<file path="config.mk">
export PLATFORM = sky130hd
export DESIGN_NAME = motor_brake_stop_control
export DESIGN_NICKNAME = d
export VERILOG_FILES = /design/src/motor_brake_pkg.sv /design/src/motor_brake_stop_control.sv
export VERILOG_INCLUDE_DIRS = /design/src
export SDC_FILE = /design/constraint.sdc
export NUM_CORES = 1
export LEC_CHECK = 0
export ABC_CLOCK_PERIOD_IN_PS = 38200
export BUFFER_PORTS_ARGS = -buffer_cell sky130_fd_sc_hd__buf_2
export CORE_ASPECT_RATIO = 1.2
export CORE_MARGIN = 2
export CORE_UTILIZATION = 62
export CTS_CLUSTER_SIZE = 25
export DETAILED_ROUTE_END_ITERATION = 8
export PLACE_DENSITY = 0.87
export SLEW_MARGIN = 5
export SYNTH_ARGS = -nofsm -noshare
export SYNTH_HDL_FRONTEND = slang
export SYNTH_SLANG_ARGS = --single-unit
export TNS_END_PERCENT = 50
</file>
<file path="constraint.sdc">
create_clock -name clk_sys_i -period 38.2 [get_ports clk_sys_i]
set_clock_uncertainty 0.05 [all_clocks]
set_input_delay 3.82 -clock clk_sys_i [delete_from_list [all_inputs] [get_ports clk_sys_i]]
set_output_delay 3.82 -clock clk_sys_i [all_outputs]
set_load 0.02 [all_outputs]
</file>
<file path="src/motor_brake_defines.svh">
// Constants for the stop-braking control block
`ifndef MOTOR_BRAKE_DEFINES_SVH
`define MOTOR_BRAKE_DEFINES_SVH
// Register byte addresses
`define MB_ADDR_CTRL 12'h000
`define MB_ADDR_BRAKE 12'h004
`define MB_ADDR_REGEN 12'h008
`define MB_ADDR_TERM 12'h00C
`define MB_ADDR_STATUS 12'h010
`define MB_ADDR_FREQ 12'h014
`define MB_ADDR_DUTY 12'h018
// Reset values, limits and fixed codes of settings
`define MB_START_FREQ_RST 8'h03
`define MB_START_FREQ_MAX 8'h78
`define MB_DURATION_RST 7'h05
`define MB_DURATION_MAX 7'h64
`define MB_LEVEL_RST 5'h04
`define MB_LEVEL_MAX 5'h1E
`define MB_LEVEL_STD 5'h04
`define MB_LEVEL_CT 5'h02
`define MB_DUTY_LIMIT_RST 5'h00
`define MB_MOTOR_TYPE_RST 7'h03
`define MB_OE_FUNC_CODE 7'h0A
`define MB_ALARM_CODE_HI 7'h07
`define MB_ALARM_CODE_LO 7'h6B
`define MB_FIXED_DUTY_SMALL 5'h03
`define MB_FIXED_DUTY_LARGE 5'h02
`define MB_ALARM_PCT 8'h55
`define MB_TRIP_PCT 8'h64
// Time base: duration counts in 0.1 s steps
`define MB_TICK_NS 100000000
`define MB_CLK_NS 8
`endif

</file>
<file path="src/motor_brake_pkg.sv">
// Types for the stop-braking control block
package motor_brake_pkg;
  typedef enum logic [1:0] {ST_RUN, ST_INJECT, ST_COAST, ST_OFF} stop_state_t;
endpackage : motor_brake_pkg

</file>
<file path="src/motor_brake_stop_control.sv">
// Stop-braking control: DC injection, regenerative duty, output enable
// Overview of operation
// - Inject DC when frequency reaches start frequency
// - Hold injection for programmed duration
// - Zero duration skips injection, motor coasts
// - Level 0-30 percent; zero means coast
// - Large model: 4 percent becomes 2 on CT
// - Large model: 2 percent becomes 4 on standard
// - Cap injection so current stays rated
// - Mode 0 uses fixed model duty
// - Mode 1 uses programmed duty limit
// - Alarm and indicator at 85 percent
// - Overvoltage fault at 100 percent
// - No panel indicator in mode 0
// - Alarm alone never stops output
// - Alarm terminal code 7 high, 107 low
// - Output off while enable input low
// - Enable bound by input code 10
// - Mode 2 unbound: stop input acts enable
// - Power failure coasts, then speed-search restart
//
// The APB slave port and the register offsets were left to the implementer.
`include "motor_brake_defines.svh"
`timescale 1ns/1ps
`default_nettype none
// Settings live here and are reached over APB with no wait states.
// Contact pins are synchronised; modulator status shares this clock.
module motor_brake_stop_control #(
  // Clock cycles in one tenth of a second
  parameter int TICK_CYCLES = `MB_TICK_NS / `MB_CLK_NS,
  // Largest models rewrite the level on a motor type change
  parameter bit LARGE_MODEL = 1'b0,
  // Small single-phase models use the higher fixed duty
  parameter bit SMALL_SINGLE = 1'b0
) (
  // Clock and reset
  input wire logic clk_sys_i,
  input wire logic rst_n_i,
  // APB slave
  input wire logic psel_i,
  input wire logic penable_i,
  input wire logic pwrite_i,
  input wire logic [11:0] paddr_i,
  input wire logic [31:0] pwdata_i,
  output logic [31:0] prdata_o,
  output logic pready_o,
  output logic pslverr_o,
  // Drive status from the modulator
  input wire logic decel_i,
  input wire logic stop_cmd_i,
  input wire logic [7:0] out_freq_i,
  input wire logic over_current_i,
  input wire logic regen_active_i,
  // Contact inputs from pins
  input wire logic [4:0] contact_in_i,
  input wire logic output_stop_input_i,
  // Drive outputs
  output logic dc_inject_o,
  output logic [4:0] dc_level_o,
  output logic gate_enable_o,
  output logic speed_search_o,
  output logic regen_duty_alarm_o,
  output logic duty_panel_indicator_o,
  output logic regen_overvoltage_fault_o,
  output logic [2:0] alarm_term_o
);

  // Pin synchronisers, two stages each
  logic [5:0] pin_s1_q;
  logic [5:0] pin_s2_q;

  // Settings
  logic [7:0] start_freq_q;
  logic [6:0] duration_q;
  logic [4:0] level_q;
  logic [1:0] regen_mode_select_q;
  logic [4:0] regen_duty_limit_q;
  logic [6:0] motor_type_select_q;
  logic restart_enabled_q;
  // Terminal function tables: five inputs, three outputs
  logic [6:0] input_terminal_function_select_q [5];
  logic [6:0] output_terminal_function_select_q [3];
  logic fault_clear_q;

  // Runtime state
  motor_brake_pkg::stop_state_t state_q;
  logic [31:0] tick_cnt_q;
  logic [6:0] dur_cnt_q;
  // Wide enough for the trip point at the largest limit
  logic [19:0] duty_acc_q;
  logic [7:0] duty_pct_q;
  logic power_fail_q;

  // APB decode
  // Writes land at the access edge; reads are fetched at setup
  logic wr_en;
  logic rd_en;
  assign wr_en = psel_i & penable_i & pwrite_i;
  assign rd_en = psel_i & penable_i & ~pwrite_i;

  // Standard motor code check
  function automatic logic is_std(input logic [6:0] c);
    is_std = (c == 7'h00) || (c == 7'h03) || (c == 7'h17) || (c == 7'h28) || (c == 7'h2B);
  endfunction : is_std

  // Constant-torque motor code check
  function automatic logic is_ct(input logic [6:0] c);
    is_ct = (c == 7'h01) || (c == 7'h0D) || (c == 7'h32) || (c == 7'h35);
  endfunction : is_ct

  // Synchronise external pins
  always_ff @(posedge clk_sys_i) begin
    if (!rst_n_i) begin
      pin_s1_q <= 6'h00;
      pin_s2_q <= 6'h00;
    end else begin
      // Stop pin in the top bit, contacts below
      pin_s1_q <= {output_stop_input_i, contact_in_i};
      pin_s2_q <= pin_s1_q;
    end
  end

  // Find which contact carries output enable
  logic oe_bound;
  logic oe_level;
  always_comb begin
    // Default: nothing bound, enable held high
    oe_bound = 1'b0;
    oe_level = 1'b1;
    for (int i = 0; i < 5; i++) begin
      if (input_terminal_function_select_q[i] == `MB_OE_FUNC_CODE) begin
        oe_bound = 1'b1;
        oe_level = pin_s2_q[i];
      end
    end
    // Mode 2 with no binding: the stop pin stands in for enable
    if (!oe_bound && regen_mode_select_q == 2'd2) begin
      oe_bound = 1'b1;
      oe_level = pin_s2_q[5];
    end
  end

  // Enable low means ready lost; while running, in any mode, that is a power failure
  logic enable_ok;
  // Unbound outside mode 2, the stop pin halts the output and, while running, counts as a power failure
  assign enable_ok = oe_level & ~(~oe_bound & pin_s2_q[5]);

  // Register writes; motor type change rewrites level
  always_ff @(posedge clk_sys_i) begin
    if (!rst_n_i) begin
      // Reset loads the factory default of every setting
      start_freq_q <= `MB_START_FREQ_RST;
      duration_q <= `MB_DURATION_RST;
      level_q <= `MB_LEVEL_RST;
      regen_mode_select_q <= 2'h0;
      regen_duty_limit_q <= `MB_DUTY_LIMIT_RST;
      motor_type_select_q <= `MB_MOTOR_TYPE_RST;
      restart_enabled_q <= 1'b0;
      fault_clear_q <= 1'b0;
      for (int i = 0; i < 5; i++) input_terminal_function_select_q[i] <= 7'h00;
      for (int i = 0; i < 3; i++) output_terminal_function_select_q[i] <= 7'h00;
    end else begin
      // Clear request lasts one cycle only
      fault_clear_q <= 1'b0;
      if (wr_en) begin
        case (paddr_i)
          `MB_ADDR_CTRL: begin
            regen_mode_select_q <= pwdata_i[1:0];
            restart_enabled_q <= pwdata_i[2];
            fault_clear_q <= pwdata_i[3];
          end
          `MB_ADDR_BRAKE: begin
            // Clamp to settable ranges
            start_freq_q <= (pwdata_i[7:0] > `MB_START_FREQ_MAX) ?
              `MB_START_FREQ_MAX : pwdata_i[7:0];
            duration_q <= (pwdata_i[14:8] > `MB_DURATION_MAX) ?
              `MB_DURATION_MAX : pwdata_i[14:8];
            level_q <= (pwdata_i[20:16] > `MB_LEVEL_MAX) ?
              `MB_LEVEL_MAX : pwdata_i[20:16];
          end
          `MB_ADDR_REGEN: begin
            regen_duty_limit_q <= (pwdata_i[4:0] > `MB_LEVEL_MAX) ?
              `MB_LEVEL_MAX : pwdata_i[4:0];
            motor_type_select_q <= pwdata_i[14:8];
            // Old motor type against the new one decides the rewrite
            if (LARGE_MODEL && level_q == `MB_LEVEL_STD &&
                is_std(motor_type_select_q) && is_ct(pwdata_i[14:8]))
              level_q <= `MB_LEVEL_CT;
            else if (LARGE_MODEL && level_q == `MB_LEVEL_CT &&
                is_ct(motor_type_select_q) && is_std(pwdata_i[14:8]))
              level_q <= `MB_LEVEL_STD;
          end
          `MB_ADDR_TERM: begin
            for (int i = 0; i < 5; i++)
              input_terminal_function_select_q[i] <= {1'b0, pwdata_i[i*6 +: 6]};
            // Six-bit fields widened to the stored code width
          end
          `MB_ADDR_STATUS: begin
            for (int i = 0; i < 3; i++)
              output_terminal_function_select_q[i] <= pwdata_i[i*7 +: 7];
          end
          default: begin
            // Unmapped writes ignored
          end
        endcase
      end
    end
  end

  // Tenth-second tick
  // Held at zero outside injection so each run starts aligned
  logic tick;
  assign tick = (tick_cnt_q == 32'(TICK_CYCLES - 1));
  always_ff @(posedge clk_sys_i) begin
    if (!rst_n_i || state_q != motor_brake_pkg::ST_INJECT) tick_cnt_q <= 32'h0000_0000;
    else if (tick) tick_cnt_q <= 32'h0000_0000;
    else tick_cnt_q <= tick_cnt_q + 32'h0000_0001;
  end

  // Stop sequence state machine
  always_ff @(posedge clk_sys_i) begin
    if (!rst_n_i) begin
      state_q <= motor_brake_pkg::ST_RUN;
      dur_cnt_q <= 7'h00;
    end else begin
      case (state_q)
        motor_brake_pkg::ST_RUN: begin
          if (decel_i && stop_cmd_i && out_freq_i <= start_freq_q) begin
            // Zero time or zero level: skip straight to coasting
            if (duration_q == 7'h00 || level_q == 5'h00)
              state_q <= motor_brake_pkg::ST_COAST;
            else begin
              state_q <= motor_brake_pkg::ST_INJECT;
              dur_cnt_q <= duration_q;
            end
          end
        end
        motor_brake_pkg::ST_INJECT: begin
          // Count down whole tenths of a second
          if (tick) begin
            dur_cnt_q <= dur_cnt_q - 7'h01;
            if (dur_cnt_q == 7'h01) state_q <= motor_brake_pkg::ST_OFF;
          end
          // Lost enable during injection drops to coasting
          if (!enable_ok) state_q <= motor_brake_pkg::ST_COAST;
        end
        motor_brake_pkg::ST_COAST, motor_brake_pkg::ST_OFF: begin
          // Wait for a new run command
          if (!stop_cmd_i) state_q <= motor_brake_pkg::ST_RUN;
        end
        default: state_q <= motor_brake_pkg::ST_RUN;
      endcase
    end
  end

  // Effective duty limit by mode
  // Mode 2 behaves as mode 1: the programmed limit applies
  logic [4:0] eff_limit;
  always_comb begin
    if (regen_mode_select_q == 2'd0)
      eff_limit = SMALL_SINGLE ? `MB_FIXED_DUTY_SMALL : `MB_FIXED_DUTY_LARGE;
    else eff_limit = regen_duty_limit_q;
  end

  // Whole percent of the limit, before saturation
  logic [19:0] duty_quot;
  assign duty_quot = (duty_acc_q >> 8) / {15'h0000, eff_limit};

  // Duty accumulator: leaky counter of regen cycles per limit
  // Simplified model; real thermal integration is outside this block
  always_ff @(posedge clk_sys_i) begin
    if (!rst_n_i) begin
      duty_acc_q <= 16'h0000;
      duty_pct_q <= 8'h00;
    end else begin
      if (regen_active_i && duty_acc_q != 20'hF_FFFF)
        duty_acc_q <= duty_acc_q + 20'h0_0001;
      else if (!regen_active_i && duty_acc_q != 20'h0_0000)
        duty_acc_q <= duty_acc_q - 20'h0_0001;
      // Percent of limit: acc over 256, divided by limit (256 counts per percent per limit step)
      if (eff_limit == 5'h00) duty_pct_q <= 8'h00;
      // Saturate so a long overrun cannot wrap back below the trip
      else if (duty_quot > 20'h0_00FF) duty_pct_q <= 8'hFF;
      else duty_pct_q <= duty_quot[7:0];
    end
  end

  // Fault latches until cleared; set wins over clear
  // It removes the gate but leaves every setting intact
  always_ff @(posedge clk_sys_i) begin
    if (!rst_n_i) regen_overvoltage_fault_o <= 1'b0;
    else if (duty_pct_q >= `MB_TRIP_PCT && eff_limit != 5'h00)
      regen_overvoltage_fault_o <= 1'b1;
    else if (fault_clear_q) regen_overvoltage_fault_o <= 1'b0;
  end

  // Power failure in any mode coasts, restart with speed search
  always_ff @(posedge clk_sys_i) begin
    if (!rst_n_i) begin
      power_fail_q <= 1'b0;
      speed_search_o <= 1'b0;
    end else begin
      speed_search_o <= 1'b0;
      // Restart pulse lasts one cycle and needs restart enabled
      if (!enable_ok && state_q == motor_brake_pkg::ST_RUN) power_fail_q <= 1'b1;
      else if (enable_ok && power_fail_q) begin
        power_fail_q <= 1'b0;
        speed_search_o <= restart_enabled_q;
      end
    end
  end

  // Drive outputs, all registered
  logic alarm_now;
  assign alarm_now = (duty_pct_q >= `MB_ALARM_PCT) && eff_limit != 5'h00;
  always_ff @(posedge clk_sys_i) begin
    if (!rst_n_i) begin
      dc_inject_o <= 1'b0;
      dc_level_o <= 5'h00;
      gate_enable_o <= 1'b0;
      regen_duty_alarm_o <= 1'b0;
      duty_panel_indicator_o <= 1'b0;
      alarm_term_o <= 3'h0;
    end else begin
      dc_inject_o <= (state_q == motor_brake_pkg::ST_INJECT) && enable_ok;
      // Back off level while current is over rating
      // Level forced to zero outside injection
      dc_level_o <= (state_q != motor_brake_pkg::ST_INJECT) ? 5'h00 :
        over_current_i ? (level_q >> 1) : level_q;
      // Alarm is not part of the gating term
      gate_enable_o <= enable_ok && !power_fail_q && !regen_overvoltage_fault_o &&
        (state_q == motor_brake_pkg::ST_RUN || state_q == motor_brake_pkg::ST_INJECT);
      regen_duty_alarm_o <= alarm_now;
      duty_panel_indicator_o <= alarm_now && regen_mode_select_q != 2'd0;
      // Each output terminal shows the alarm by its function code
      for (int i = 0; i < 3; i++) begin
        if (output_terminal_function_select_q[i] == `MB_ALARM_CODE_HI)
          alarm_term_o[i] <= alarm_now;
        else if (output_terminal_function_select_q[i] == `MB_ALARM_CODE_LO)
          alarm_term_o[i] <= ~alarm_now;
        // Terminals with other functions stay low
        else alarm_term_o[i] <= 1'b0;
      end
    end
  end

  // APB read and answer: zero wait, error on unmapped address
  always_ff @(posedge clk_sys_i) begin
    if (!rst_n_i) begin
      prdata_o <= 32'h0000_0000;
      pready_o <= 1'b0;
      pslverr_o <= 1'b0;
    end else begin
      // Ready answers every setup in the following cycle
      pready_o <= psel_i & ~penable_i;
      pslverr_o <= 1'b0;
      prdata_o <= 32'h0000_0000;
      // Data latched at setup stands through the access cycle
      if (psel_i && !penable_i) begin
        case (paddr_i)
          `MB_ADDR_CTRL: prdata_o <= {29'h0, restart_enabled_q, regen_mode_select_q};
          `MB_ADDR_BRAKE: prdata_o <= {11'h0, level_q, 1'b0, duration_q, start_freq_q};
          `MB_ADDR_REGEN: prdata_o <= {17'h0, motor_type_select_q, 3'h0, regen_duty_limit_q};
          `MB_ADDR_STATUS: prdata_o <= {24'h0, oe_bound, enable_ok, power_fail_q,
            regen_overvoltage_fault_o, alarm_now, 1'b0, state_q};
          `MB_ADDR_DUTY: prdata_o <= {24'h0, duty_pct_q};
          `MB_ADDR_TERM, `MB_ADDR_FREQ: prdata_o <= 32'h0000_0000;
          // Unmapped addresses flag an error on read and on write
          default: pslverr_o <= 1'b1;
        endcase
      end
    end
  end

endmodule : motor_brake_stop_control
`default_nettype wire

</file>
==> metrics.md <==
| Metric | Value |
|---|---|
| Run status | complete, no violations |
| Clock transition at the registers of the reported paths | 0.07 ns |
| H-tree depth | 1 |
| Final estimated routing congestion in global placement | 0.962 |
| I/O pins | 115 |
| WL/cell | ~18 µm |
| CTS Buf Count | 19 |
| Routed WL | around 45,000 µm |
| Via total after detailed routing | 15,800 |
| GRT overflow | 0 |
| Worst-margin pin slew | 1.24 ns |
| Main synth FF type | dfxtp_1 |
| IO Port Bufs | 100 |
| Setup crit end kind | flop |
| Final period utilization | 93.6% |
| Clk buf depth | 3 |
| Die Wd | 153 µm |
| Max incr delay on CP | 0.64 ns |
| Post-synthesis sequential area ratio | 27.9% |
| Setup crit start kind | flop |
| Max-cap violations | 0 |
| Final #Nets | 2,277 |
| Gate Count Post-Synth | a little over 2,000 |
| Drt drc | 0 |
| Endpoints failing hold | 0 |
| Core area | 26,300 µm² |
| Clk_lat worst skew | 0.49 ns |
| Class of the worst hold path | flop to flop |
| Syn-to-layout area delta | 8.89% |
| Flop and latch count out of synthesis | ~200 |
| Dpl cells | between 2,000 and 2,500 |
| Final worst path period need | 35.75 ns |
| Cell Area, Placed | 17,300 µm² |
| Row cnt | 65 |
| Max transition margin | 17.1% |
| Largest net degree at the start of global routing | 42 |
| Clock Tree Root | clkbuf_16 |
| Max FO, Critical Path | 19 |
| Arrival time at the worst endpoint | 36.06 ns |
| Async SR Flop Fraction | 0% |
| Final Setup Violations | 0 |
| Buf+Inv Stages, Crit Path | 3 |
| Area of the die | between 20,000 and 30,000 µm² |
| First drt pass iteration count | 7 |
| Vias in the first global route | 15,700 |
| TritonCTS clock tree | built |
| Layout cells sized above 1 | roughly 14% |
| Starting Density | 63.1% |
| WP data required | 38.51 ns |
| DR vias/cell | roughly 6.5 |
| All-Layer GR Usage | 31.1% |
| Sink Count | 205 |
| Initial antenna violation count | 0 |
| Ys Warns | 0 |
| Height of the chip | 183 µm |
| Final Non-Filler Cells | 2,437 |
| Post-route setup TNS | 0 ns |
| Most frequent CP cell | o21a_1 |
| Syn Std Cell Area | between 15,000 and 20,000 µm² |
| Mean post-synth cell area | 8.22 µm² |
| Antenna diode count | 0 |
| Yosys cell types | 116 |
| Slowest cell on crit path | nor4_1 |
| Finished Cell Area | approximately 18,000 µm² |
| Fmax | 28.0 MHz |
| DRT antenna net count | 0 |
| First-pass GRT wire length | 73,900 µm |
| Type of the worst setup path | flop to flop |
| Iteration-0 DRC Markers | 1,044 |
| Fin Hold WS | 0.364 ns |
| EDFF count, synth | between 50 and 60 |
| Critical path's top delay family | compound AO/OA/AOI/OAI gates |
| Final Slew Violations | 0 |
| FILL cells | 2,010 |
| Hpwl dp | ~33,000 µm |
what timing repair did:
item / 4_1_cts / 5_1_grt
setup buffers: 0 / 2
gates resized for setup: 0 / 25
endpoints found under the setup margin: 0 / 2
hold buffers: 0 / 0
final timing paths:
kind,slack [ns],cells past startpoint,from,to
worst max register to register,2.45,160,regen_mode_select_q[0],duty_pct_q[0]
worst min-delay path,0.36,1,output_terminal_function_select_q[0][18],alarm_term_o[2]
worst max-delay path,2.45,160,regen_mode_select_q[0],duty_pct_q[0]
worst min register to register,0.36,1,output_terminal_function_select_q[0][18],alarm_term_o[2]
cells by family (layout without fill, tap and decap cells):
group	after synthesis	in the layout	synth area share [%]
flip-flops	205	205	27.9
AND/OR/NAND/NOR	857	857	27.2
other	1	20	0.0226
buffers and inverters	130	197	3.43
AO/OA/AOI/OAI	531	531	22.2
XOR/XNOR	98	98	5.23
multiplexers	74	74	4.96
adder cells (fa/ha/maj)	120	120	9.11
flip-flops by register name (all words and copies together), names as in the netlist, 3 cells and up:
signal,flops
alarm_term_o,3
dc_level_o,5
dur_cnt_q,7
duration_q,7
duty_acc_q,20
duty_pct_q,8
input_terminal_function_select_q,30
level_q,5
motor_type_select_q,7
output_terminal_function_select_q,21
pin_s1_q,6
pin_s2_q,6
prdata_o,20
regen_duty_limit_q,5
start_freq_q,8
tick_cnt_q,32
stage by stage:
stage | util (%) | setup slack (ns)
after floorplan | - | 4.95
after global placement | 65.8 | 1.80
after detailed placement | 65.8 | 0.715
after CTS | 68.2 | 0.519
after global routing | 68.7 | -0.141
final | 68.7 | 2.45
synth_stat cells (51+ instances only):
cell type  instances  area share, %
o21a_1            71            3.2
nand2_1          146            3.3
nand3_1           62            1.9
ha_1             119            9.0
dfxtp_1          154             19
xnor2_1           58            3.1
nor3_1            97            2.9
nor2_1           232            5.3
and2_1            81            3.1
clkbuf_1          55            1.2
edfxtp_1          51            9.2
o21ai_0           73            2.2
a21oi_1          130            3.9
layer usage:
metal  wire, µm  vias up  GRT usage, %
met5          0        -             0
met3       2660      178          3.38
met4       2260        0          15.8
met1      17400     7384          35.2
li1           -     7587             -
met2      22500      615          57.6
area by class of cell:
class	count	area (µm²)	share of cell area [%]
Timing Repair Buffer	115	613	3.40
Clock inverter	11	123	0.680
Sequential cell	205	4620	25.6
Multi-Input combinational cell	1700	11600	64.2
Tap cell	335	419	2.32
Clock buffer	22	510	2.83
Inverter	49	184	1.02
placed cells by master (no fill, tap or decap), types with 58 or more instances in the layout:
master / netlist / layout
nor2_1: 232 / 230
o21a_1: 71 / 71
a21oi_1: 130 / 127
nor3_1: 97 / 96
o21ai_0: 73 / 69
xnor2_1: 58 / 58
nand2_1: 146 / 146
and2_1: 81 / 81
nand3_1: 62 / 61
ha_1: 119 / 119
buf_2: 7 / 100
dfxtp_1: 154 / 152
Power is left out: the tool's default activity adds up to more than one toggle a clock period on the data nets, which glitch-free logic cannot reach.
